$ cat src/rtl/uecc_pkg.sv
// Constants and lookups shared by the endpoint command decoder
// Summary of operation
// - Check-status returns status copy, clears nothing
// - Acknowledge setup acts on both control endpoints
// - Error-code reads return per-endpoint error byte
// - Unlock takes two bytes, gates register writes
// - 16-bit bus moves N bytes in (N+1)/2 words
// - Setup register written 20-2F, read 30-3F
// - Byte holds enable, direction, double, type, size
// - USB bus reset disables every endpoint
// - Allocation starts after in-order configuration completes
// - Memory-affecting change invalidates every endpoint buffer
// - Enable bit allocates memory, zero allocates none
// - Direction bit: 0 OUT/DMA read, 1 IN/DMA write
// - Double-buffer bit selects two alternating buffers
// - Type bit: 1 isochronous, 0 bulk or interrupt
package uecc_pkg;
   localparam int         NUM_EP        = 16;          // Control OUT, control IN, 1..14
   localparam logic [7:0] CMD_CFG_WR    = 8'h20;       // Setup register write base
   localparam logic [7:0] CMD_CFG_RD    = 8'h30;       // Setup register read base
   localparam logic [7:0] CMD_CHK       = 8'hD0;       // Status image read base
   localparam logic [7:0] CMD_ERR       = 8'hA0;       // Error code read base
   localparam logic [7:0] CMD_UNLOCK    = 8'hB0;       // Unlock command
   localparam logic [7:0] CMD_ACK_SETUP = 8'hF4;       // Acknowledge setup
   localparam int         BIT_EN        = 7;           // buffer_enable_bit
   localparam int         BIT_DIR       = 6;           // endpoint_direction_bit
   localparam int         BIT_DBL       = 5;           // double_buffer_flag
   localparam int         BIT_ISO       = 4;           // isochronous_type_bit
   localparam logic [7:0] CFG_RESET     = 8'h00;       // Setup register after reset
   localparam logic [7:0] MEM_MASK      = 8'hAF;       // Bits that move memory
   localparam logic [15:0] UNLOCK_KEY   = 16'hA5A5;    // Arbitrary unlock value
   localparam logic [3:0] UNLOCK_BYTES  = 4'h2;        // Unlock payload length
   localparam int         FIFO_W        = 16;          // Reply word width
   localparam int         FIFO_D        = 8;           // Reply queue depth

   // Words needed for n bytes on the 16-bit bus
   function automatic logic [3:0] words_for(input logic [3:0] n);
      logic [4:0] s;
      s = {1'b0, n} + 5'h01;
      return s[4:1];
   endfunction

   // Maximum packet size for a size code
   function automatic logic [10:0] pkt_size(input logic [3:0] c);
      logic [10:0] t [16];
      t = '{11'h008, 11'h010, 11'h020, 11'h040, 11'h080, 11'h100, 11'h180, 11'h200,
            11'h280, 11'h300, 11'h380, 11'h3FF, 11'h000, 11'h000, 11'h000, 11'h000};
      return t[c];
   endfunction

   // Bytes reserved for one endpoint setup byte
   function automatic logic [15:0] cfg_alloc(input logic [7:0] cfg);
      logic [15:0] s;
      s = {5'h00, pkt_size(cfg[3:0])};
      if (!cfg[BIT_EN]) return 16'h0000;
      return cfg[BIT_DBL] ? {s[14:0], 1'b0} : s;
   endfunction
endpackage

$ cat src/rtl/uecc_top.sv
// Endpoint setup command decoder with its reply queue
`timescale 1ns/1ps

// Reply queue: flip-flop storage, valid and ready on both sides
module uecc_fifo #(
   parameter int W = 16,
   parameter int D = 8
) (
   input  wire logic         clk_i,
   input  wire logic         rst_n_i,
   input  wire logic         in_valid_i,
   output logic              in_ready_o,
   input  wire logic [W-1:0] in_data_i,
   output logic              out_valid_o,
   input  wire logic         out_ready_i,
   output logic [W-1:0]      out_data_o
);
   localparam int AW = $clog2(D);
   logic [W-1:0]      mem_q [D];             // Storage words
   logic [AW-1:0]     wr_q;                  // Write index
   logic [AW-1:0]     rd_q;                  // Read index
   logic [AW:0]       cnt_q;                 // Words held
   logic              push;
   logic              pop;

   assign in_ready_o  = (cnt_q != (AW+1)'(D));
   assign out_valid_o = (cnt_q != '0);
   assign out_data_o  = mem_q[rd_q];
   assign push        = in_valid_i && in_ready_o;
   assign pop         = out_valid_o && out_ready_i;

   // Storage write
   always_ff @(posedge clk_i) begin
      if (push) begin
         mem_q[wr_q] <= in_data_i;
      end
   end

   // Indices and fill level
   always_ff @(posedge clk_i or negedge rst_n_i) begin
      if (!rst_n_i) begin
         wr_q  <= '0;
         rd_q  <= '0;
         cnt_q <= '0;
      end else begin
         if (push) begin
            wr_q <= (wr_q == AW'(D-1)) ? '0 : wr_q + AW'(1);
         end
         if (pop) begin
            rd_q <= (rd_q == AW'(D-1)) ? '0 : rd_q + AW'(1);
         end
         cnt_q <= cnt_q + (AW+1)'(push) - (AW+1)'(pop);
      end
   end
endmodule

module uecc_top (
   input  wire logic         mclk_i,
   input  wire logic         resetn_i,
   input  wire logic         bus16_i,
   input  wire logic         cmd_wr_i,
   input  wire logic [7:0]   cmd_code_i,
   output logic              cmd_ready_o,
   input  wire logic         dat_wr_i,
   input  wire logic [15:0]  dat_i,
   input  wire logic         dat_rd_i,
   output logic [15:0]       rd_data_o,
   output logic              rd_valid_o,
   input  wire logic         usb_reset_i,
   input  wire logic [127:0] ep_status_i,
   input  wire logic [127:0] err_code_i,
   input  wire logic [15:0]  pkt_done_i,
   output logic              ack_setup_o,
   output logic              unlocked_o,
   output logic [15:0]       cfg_enable_o,
   output logic [15:0]       cfg_dir_in_o,
   output logic [15:0]       cfg_dbl_o,
   output logic [15:0]       cfg_iso_o,
   output logic [15:0]       buf_sel_o,
   output logic              alloc_done_o,
   output logic [15:0]       alloc_bytes_o,
   output logic              fifo_invalidate_o
);
   typedef enum logic [1:0] {ST_IDLE, ST_CFG_DATA, ST_UNLOCK_DATA, ST_UNLOCK_CHK} uecc_st_t;

   logic         rst_s1_q;                   // Reset sync first stage
   logic         rst_n;                      // Released reset copy
   uecc_st_t     st_q;                       // Command state
   logic         ready_q;                    // Command accept
   logic [3:0]   ep_q;                       // Endpoint under write
   logic [3:0]   rem_q;                      // Unlock transfers left
   logic [15:0]  key_q;                      // Unlock payload
   logic         unlocked_q;                 // Write access open
   logic [7:0]   cfg_q [uecc_pkg::NUM_EP];   // endpoint_setup_register array
   logic         pend_q;                     // Reply waiting for queue
   logic [15:0]  reply_q;                    // Reply word
   logic         ack_q;                      // Setup acknowledge pulse
   logic [4:0]   seq_q;                      // In-order setup progress
   logic         go_q;                       // Allocation start pulse
   logic         done_q;                     // Allocation complete
   logic [15:0]  bytes_q;                    // Bytes allocated
   logic         inval_q;                    // Buffer invalidate pulse
   logic [15:0]  sel_q;                      // Alternating buffer select
   logic         rdv_q;                      // Output word valid
   logic [15:0]  rdd_q;                      // Output word
   logic         take;                       // Command taken
   logic [3:0]   idx;                        // Endpoint from code
   logic [7:0]   reply_sel;                  // Byte chosen for reply
   logic         is_read;                    // Code expects one byte back
   logic         wr_cfg;                     // Setup byte arriving
   logic         wr_ok;                      // Setup byte accepted
   logic         mem_chg;                    // Write moves memory
   logic [15:0]  alloc_sum;                  // Live allocation total
   logic         f_ready;
   logic         f_ov;
   logic [15:0]  f_od;
   logic         f_pop;
   logic         any_en;

   // Group compare on the upper nibble
   function automatic logic in_grp(input logic [7:0] c, input logic [7:0] base);
      return c[7:4] == base[7:4];
   endfunction

   // Reset release through two flops
   always_ff @(posedge mclk_i or negedge resetn_i) begin
      if (!resetn_i) begin
         rst_s1_q <= 1'b0;
         rst_n    <= 1'b0;
      end else begin
         rst_s1_q <= 1'b1;
         rst_n    <= rst_s1_q;
      end
   end

   assign take    = cmd_wr_i && ready_q;
   assign idx     = cmd_code_i[3:0];
   assign is_read = in_grp(cmd_code_i, uecc_pkg::CMD_CFG_RD) ||
                    in_grp(cmd_code_i, uecc_pkg::CMD_CHK) ||
                    in_grp(cmd_code_i, uecc_pkg::CMD_ERR);
   assign wr_cfg  = (st_q == ST_CFG_DATA) && dat_wr_i;
   assign wr_ok   = wr_cfg && unlocked_q;
   assign mem_chg = ((dat_i[7:0] ^ cfg_q[ep_q]) & uecc_pkg::MEM_MASK) != 8'h00;

   // Reply byte selection
   always_comb begin
      reply_sel = 8'h00;
      if (in_grp(cmd_code_i, uecc_pkg::CMD_CFG_RD)) begin
         reply_sel = cfg_q[idx];
      end else if (in_grp(cmd_code_i, uecc_pkg::CMD_CHK)) begin
         reply_sel = ep_status_i[{idx, 3'b000} +: 8];
      end else if (in_grp(cmd_code_i, uecc_pkg::CMD_ERR)) begin
         reply_sel = err_code_i[{idx, 3'b000} +: 8];
      end
   end

   // Allocation total over enabled endpoints
   always_comb begin
      alloc_sum = 16'h0000;
      any_en    = 1'b0;
      for (int i = 0; i < uecc_pkg::NUM_EP; i++) begin
         alloc_sum = alloc_sum + uecc_pkg::cfg_alloc(cfg_q[i]);
         any_en    = any_en | cfg_q[i][uecc_pkg::BIT_EN];
      end
   end

   // Command state and payload collection
   always_ff @(posedge mclk_i or negedge rst_n) begin
      if (!rst_n) begin
         st_q  <= ST_IDLE;
         ep_q  <= 4'h0;
         rem_q <= 4'h0;
         key_q <= 16'h0000;
      end else begin
         unique case (st_q)
            ST_IDLE: begin
               if (take && in_grp(cmd_code_i, uecc_pkg::CMD_CFG_WR)) begin
                  st_q <= ST_CFG_DATA;
                  ep_q <= idx;
               end else if (take && cmd_code_i == uecc_pkg::CMD_UNLOCK) begin
                  st_q  <= ST_UNLOCK_DATA;
                  // Word count on the wide bus
                  rem_q <= bus16_i ? uecc_pkg::words_for(uecc_pkg::UNLOCK_BYTES)
                                   : uecc_pkg::UNLOCK_BYTES;
               end
            end
            ST_CFG_DATA: begin
               if (dat_wr_i) begin
                  st_q <= ST_IDLE;
               end
            end
            ST_UNLOCK_DATA: begin
               if (dat_wr_i) begin
                  // Low byte first on the narrow bus
                  key_q <= bus16_i ? dat_i : {dat_i[7:0], key_q[15:8]};
                  rem_q <= rem_q - 4'h1;
                  if (rem_q == 4'h1) begin
                     st_q <= ST_UNLOCK_CHK;
                  end
               end
            end
            ST_UNLOCK_CHK: begin
               st_q <= ST_IDLE;
            end
         endcase
      end
   end

   // Command ready drops the cycle after a take
   always_ff @(posedge mclk_i or negedge rst_n) begin
      if (!rst_n) begin
         ready_q <= 1'b0;
      end else begin
         ready_q <= !take && (st_q == ST_IDLE) && !pend_q;
      end
   end

   // Write access follows the unlock payload
   always_ff @(posedge mclk_i or negedge rst_n) begin
      if (!rst_n) begin
         unlocked_q <= 1'b1;
      end else if (st_q == ST_UNLOCK_CHK) begin
         unlocked_q <= (key_q == uecc_pkg::UNLOCK_KEY);
      end
   end

   // One-byte replies, upper byte zero
   always_ff @(posedge mclk_i or negedge rst_n) begin
      if (!rst_n) begin
         pend_q  <= 1'b0;
         reply_q <= 16'h0000;
      end else if (take && is_read) begin
         pend_q  <= 1'b1;
         reply_q <= {8'h00, reply_sel};
      end else if (pend_q && f_ready) begin
         pend_q  <= 1'b0;
      end
   end

   // Acknowledge setup pulse for both control endpoints
   always_ff @(posedge mclk_i or negedge rst_n) begin
      if (!rst_n) begin
         ack_q <= 1'b0;
      end else begin
         ack_q <= take && (cmd_code_i == uecc_pkg::CMD_ACK_SETUP);
      end
   end

   // Setup registers and bus reset disable
   always_ff @(posedge mclk_i or negedge rst_n) begin
      if (!rst_n) begin
         for (int i = 0; i < uecc_pkg::NUM_EP; i++) begin
            cfg_q[i] <= uecc_pkg::CFG_RESET;
         end
      end else if (usb_reset_i) begin
         for (int i = 0; i < uecc_pkg::NUM_EP; i++) begin
            cfg_q[i][uecc_pkg::BIT_EN] <= 1'b0;
         end
      end else if (wr_ok) begin
         cfg_q[ep_q] <= dat_i[7:0];
      end
   end

   // In-order setup tracking and allocation
   always_ff @(posedge mclk_i or negedge rst_n) begin
      if (!rst_n) begin
         seq_q   <= 5'h00;
         go_q    <= 1'b0;
         done_q  <= 1'b0;
         bytes_q <= 16'h0000;
      end else begin
         go_q <= 1'b0;
         if (go_q) begin
            done_q  <= 1'b1;
            bytes_q <= alloc_sum;
         end
         if (usb_reset_i) begin
            seq_q  <= 5'h00;
            done_q <= 1'b0;
         end else if (wr_ok) begin
            if ({1'b0, ep_q} == seq_q) begin
               seq_q <= seq_q + 5'h01;
               // Last endpoint closes the sequence
               go_q  <= (ep_q == 4'hF);
            end else begin
               // Out of order: restart, counting endpoint 0
               seq_q <= (ep_q == 4'h0) ? 5'h01 : 5'h00;
            end
            if (mem_chg) begin
               done_q <= 1'b0;
            end
         end
      end
   end

   // Invalidate all buffers when memory moves
   always_ff @(posedge mclk_i or negedge rst_n) begin
      if (!rst_n) begin
         inval_q <= 1'b0;
      end else begin
         inval_q <= (wr_ok && mem_chg) || (usb_reset_i && any_en);
      end
   end

   // Alternating buffer select per endpoint
   always_ff @(posedge mclk_i or negedge rst_n) begin
      if (!rst_n) begin
         sel_q <= 16'h0000;
      end else begin
         for (int i = 0; i < uecc_pkg::NUM_EP; i++) begin
            if (!cfg_q[i][uecc_pkg::BIT_DBL]) begin
               sel_q[i] <= 1'b0;
            end else if (pkt_done_i[i]) begin
               sel_q[i] <= ~sel_q[i];
            end
         end
      end
   end

   uecc_fifo #(
      .W (uecc_pkg::FIFO_W),
      .D (uecc_pkg::FIFO_D)
   ) u_fifo (
      .clk_i       (mclk_i),
      .rst_n_i     (rst_n),
      .in_valid_i  (pend_q),
      .in_ready_o  (f_ready),
      .in_data_i   (reply_q),
      .out_valid_o (f_ov),
      .out_ready_i (f_pop),
      .out_data_o  (f_od)
   );

   assign f_pop = !rdv_q || dat_rd_i;

   // Output word register
   always_ff @(posedge mclk_i or negedge rst_n) begin
      if (!rst_n) begin
         rdv_q <= 1'b0;
         rdd_q <= 16'h0000;
      end else if (f_pop) begin
         rdv_q <= f_ov;
         rdd_q <= f_od;
      end
   end

   // Per-endpoint setup fields
   for (genvar g = 0; g < uecc_pkg::NUM_EP; g++) begin : g_ep
      assign cfg_enable_o[g] = cfg_q[g][uecc_pkg::BIT_EN];
      assign cfg_dir_in_o[g] = cfg_q[g][uecc_pkg::BIT_DIR];
      assign cfg_dbl_o[g]    = cfg_q[g][uecc_pkg::BIT_DBL];
      assign cfg_iso_o[g]    = cfg_q[g][uecc_pkg::BIT_ISO];
   end

   assign cmd_ready_o       = ready_q;
   assign rd_data_o         = rdd_q;
   assign rd_valid_o        = rdv_q;
   assign ack_setup_o       = ack_q;
   assign unlocked_o        = unlocked_q;
   assign buf_sel_o         = sel_q;
   assign alloc_done_o      = done_q;
   assign alloc_bytes_o     = bytes_q;
   assign fifo_invalidate_o = inval_q;
endmodule

$ cat config.mk
export PLATFORM = sky130hd
export DESIGN_NAME = uecc_top
export DESIGN_NICKNAME = d
export VERILOG_FILES = /design/src/rtl/uecc_pkg.sv /design/src/rtl/uecc_top.sv
export SDC_FILE = /design/constraint.sdc
export NUM_CORES = 1
export LEC_CHECK = 0
export ABC_CLOCK_PERIOD_IN_PS = 6600
export BUFFER_PORTS_ARGS = -buffer_cell sky130_fd_sc_hd__buf_2
export CAP_MARGIN = 20
export CORE_AREA = 2 2 231 233
export CTS_BUF_LIST = sky130_fd_sc_hd__clkbuf_16
export DETAILED_ROUTE_END_ITERATION = 10
export DIE_AREA = 0 0 233 235
export PLACE_DENSITY = 0.72
export SYNTH_ARGS = -nofsm -noshare
export SYNTH_HDL_FRONTEND = slang
export SYNTH_SLANG_ARGS = --single-unit
$ cat constraint.sdc
create_clock -name mclk_i -period 6.6 [get_ports mclk_i]
set_input_delay 0.33 -clock mclk_i [delete_from_list [all_inputs] [get_ports mclk_i]]
set_output_delay 0.33 -clock mclk_i [all_outputs]
set_load 0.05 [all_outputs]
==> run metrics <==
outcome=finished, final reports clean; Sw Share=0.3282; Clock Path Buffers=3; cell chain of the critical path=inv_1 > ha_1 > nand2_1 > o22ai_1 > mux2_2 > nand2_1 > fa_1 > inv_1 > fa_1 > fa_1 > fa_1 > fa_1 > inv_1 > fa_1 > inv_1 > ha_1 > a2111o_1 > o2111ai_1 > nand2_1 > xor2_1 > mux2_2; post-route ant nets=0; Psw=between 1.5 and 2 mW; Total Power=about 5.5 mW; Hold Slack=about 0.066 ns; worst setup margin=between 0.15 and 0.2 ns; clk_lat worst skew=roughly 0.57 ns; Logic pwr share=0.240; Synth area leader=dfrtp_1; Final #Nets=approximately 3,200; cell count after synthesis=~2,300; CTS tree=yes; largest net degree at the start of global routing=174; width of the die=around 230 um; Residual DRC=0; vias per cell=around 6; R2R Path End=alloc_bytes_o[12]; CTS Buf Count=35; Cell Rows=84; die height=roughly 240 um; leak pwr=13.68 nW; Cell Area, Synth=roughly 25,000 um^2; CP most frequent cell=fa_1; gr ovfl total=0; worst-path fanout max=6; Clk pin slew, worst setup/hold paths=0.06 ns; Post-Route WL=85.25 mm; ys flop type=dfrtp_1; Via Count=roughly 20,000; top post-synthesis cells by area=dfrtp_1 (23%), mux4_2 (12%), fa_1 (12%); most frequent cells after synthesis=inv_1 (238), dfrtp_1 (226), nand2_1 (225), fa_1 (146), mux2_2 (143); DRT Pass-1 Iters=5; initial antenna violation count=12; reg2reg path depth=21; Finished Cell Area=around 28,000 um^2; IO Pins=approximately 420; placed instance area=between 20,000 and 30,000 um^2; hold worst-path end=ack_setup_o; Synth Register Bits=between 200 and 300; Hold Fails Final Rpt=0; max cap viols=0; placed insts=roughly 3,300; Area growth, synth to finish=14.08%; Finished Layout Cells=about 3,400; fin crit period=6.402 ns; critical path arrival=6.85 ns; pre-CTS setup slack=about 0.12 ns; Critical R2R Launch=cfg_q[81]; CP max stage delay=about 0.61 ns; CP top delay family=adder cells; fmax=roughly 0.16 GHz; Max-slew headroom=0.2404; Flop pwr share=0.426; CP startpoint kind=flip-flop; die area=roughly 55,000 um^2; Synth async-reset ratio=0.7801; Clock Skews=0.03074 ns; count leader, synth=inv_1; placer congestion estimate=roughly 1.1; sequential fraction of the synthesis area=0.3061; EDFF count, synth=64; Hold Path Depth=3; R2R setup slack=roughly 0.2 ns; Avg Inst Size Synth=approximately 11 um^2; RSZ-0062 raised after global routing=yes; power density over cell area=193.0 nW/um^2; period utilization=0.9700; Distinct cells, synth=between 60 and 70; worst slew pin tran=approximately 1.1 ns; Synth top area share=0.2277; CP Capture Type=flip-flop; Routed wire per std cell=around 25 um; initial core utilization=0.4755; fillers=4,559; Clk pwr share=0.334; H-Tree Depth=2; Buf/Inv on CP=4; gr usage total=0.3140; Finish-stage setup viols=0; first-pass GRT wire length=about 130 mm; slowest CP cell=fa_1; hold path start=cmd_code_i[7]; critical path data required time=between 7 and 8 ns; vias in the first global route=slightly above 20,000; Final Slew Violations=0; layout cell share with drive strength beyond 1=0.3202; clock sinks=about 290; Setup Crit Path Kind=flip-flop to flip-flop; # port buffers=just over 400; CTS Root Cell=clkbuf_16; peak supply drop=between 0.00015 and 0.0002 V; DPL Wire Length=66.89 mm; Int Pwr=3.674 mW; min-delay worst type=input pin to flip-flop; CORE AREA=between 50,000 and 60,000 um^2; Iteration-0 DRC Markers=approximately 1,600; synthesis warning total=0
[cell families after synthesis]
logic type | count (synthesis) | synth area share
other | 2 | 0.0003023
AND/OR/NAND/NOR | 532 | 0.1027
XOR/XNOR | 42 | 0.01481
adder cells (fa/ha/maj) | 279 | 0.1847
AO/OA/AOI/OAI | 358 | 0.08770
multiplexers | 369 | 0.2234
buffers and inverters | 443 | 0.08029
flip-flops | 291 | 0.3061
[layer usage]
metal,up-vias,share of wire,global-route usage
li1,8629,-,-
met4,2,0.055,0.1556
met1,9849,0.39,0.3924
met5,-,0.000094,0
met3,221,0.086,0.07221
met2,977,0.47,0.5110
[repair_timing]
action | CTS | global route
gates resized for setup | 0 | 28
endpoints found under the hold margin | 2 | 0
hold buffers | 1 | 0
endpoints found under the setup margin | 0 | 7
setup buffers | 0 | 0
[placed cells by master, fill, tap and decap left out, types with 14 or more instances in the layout]
cell type and instances:
buf_4 65, o22ai_1 15, nand3b_1 17, nor2_1 100
xnor2_1 15, nand3_1 31, clkbuf_16 36, xor2_1 27
nand2b_1 36, mux2i_1 92, inv_1 249, o211ai_1 38
nand2_1 225, and2_1 23, a21oi_1 76, mux2_2 143
mux4_2 134, a31oi_1 14, edfxtp_1 64, o21ai_0 127
buf_2 410, fa_1 144, dfrtp_1 217, nor2b_1 25
ha_1 131
[power by group through the flow]
stage | clock network, mW | registers [mW] | logic [mW]
after CTS | 1.86 | 2.34 | 1.28
after global placement | 0 | 2.36 | 1.24
after global routing | 1.92 | 2.35 | 1.41
after floorplan | 0 | 2.33 | 0.887
final | 1.83 | 2.33 | 1.31
after detailed placement | 0 | 2.37 | 1.27
[area by class of cell]
type / instances / area [um^2] / area share
Antenna cell: 4 / 10.01 / 0.0003532
Clock buffer: 36 / 900.9 / 0.03179
Clock inverter: 27 / 157.7 / 0.005563
Inverter: 238 / 893.4 / 0.03153
Multi-Input combinational cell: 1589 / 15290 / 0.5396
Sequential cell: 291 / 7617 / 0.2688
Tap cell: 688 / 860.8 / 0.03038
Timing Repair Buffer: 480 / 2608 / 0.09202
[flip-flops by register name, indices dropped and copies added, names as in the netlist, 2 cells and up]
| signal | count |
|---|---|
| st_q | 2 |
| cfg_q | 64 |
| cfg_dir_in_o | 16 |
| rd_data_o | 8 |
| u_fifo.mem_q | 64 |
| u_fifo.rd_q | 3 |
| u_fifo.cnt_q | 4 |
| cfg_dbl_o | 16 |
| reply_q | 8 |
| cfg_enable_o | 16 |
| key_q | 16 |
| cfg_iso_o | 16 |
| seq_q | 5 |
| rem_q | 4 |
| buf_sel_o | 16 |
| u_fifo.wr_q | 3 |
| alloc_bytes_o | 16 |
| ep_q | 4 |
[how the worst max path moves through the flow]
stage                     slack, ns                end              from  depth (start not counted)
final                          0.20  alloc_bytes_o[12]         cfg_q[81]                         21
after floorplan                0.67  alloc_bytes_o[12]  cfg_enable_o[11]                         22
after CTS                      0.07  alloc_bytes_o[13]         cfg_q[16]                         20
after global placement         0.18  alloc_bytes_o[13]         cfg_q[16]                         20
after global routing          -0.03  alloc_bytes_o[14]         cfg_q[32]                         22
after detailed placement       0.12  alloc_bytes_o[13]         cfg_q[16]                         20
[stage by stage]
stage                       util  setup TNS, ns
after CTS                 0.5414              0
after global placement    0.5207              0
after detailed placement  0.5209              0
after floorplan                -              0
final                     0.5425              0
after global routing      0.5425       -0.03579
[tightest hold or removal path, cell delays in order]
cell and delay, ns:
buf_2 0.12, nand3_1 0.08, nor2_1 0.04
Note: power is estimated with default switching activity, not from simulation.
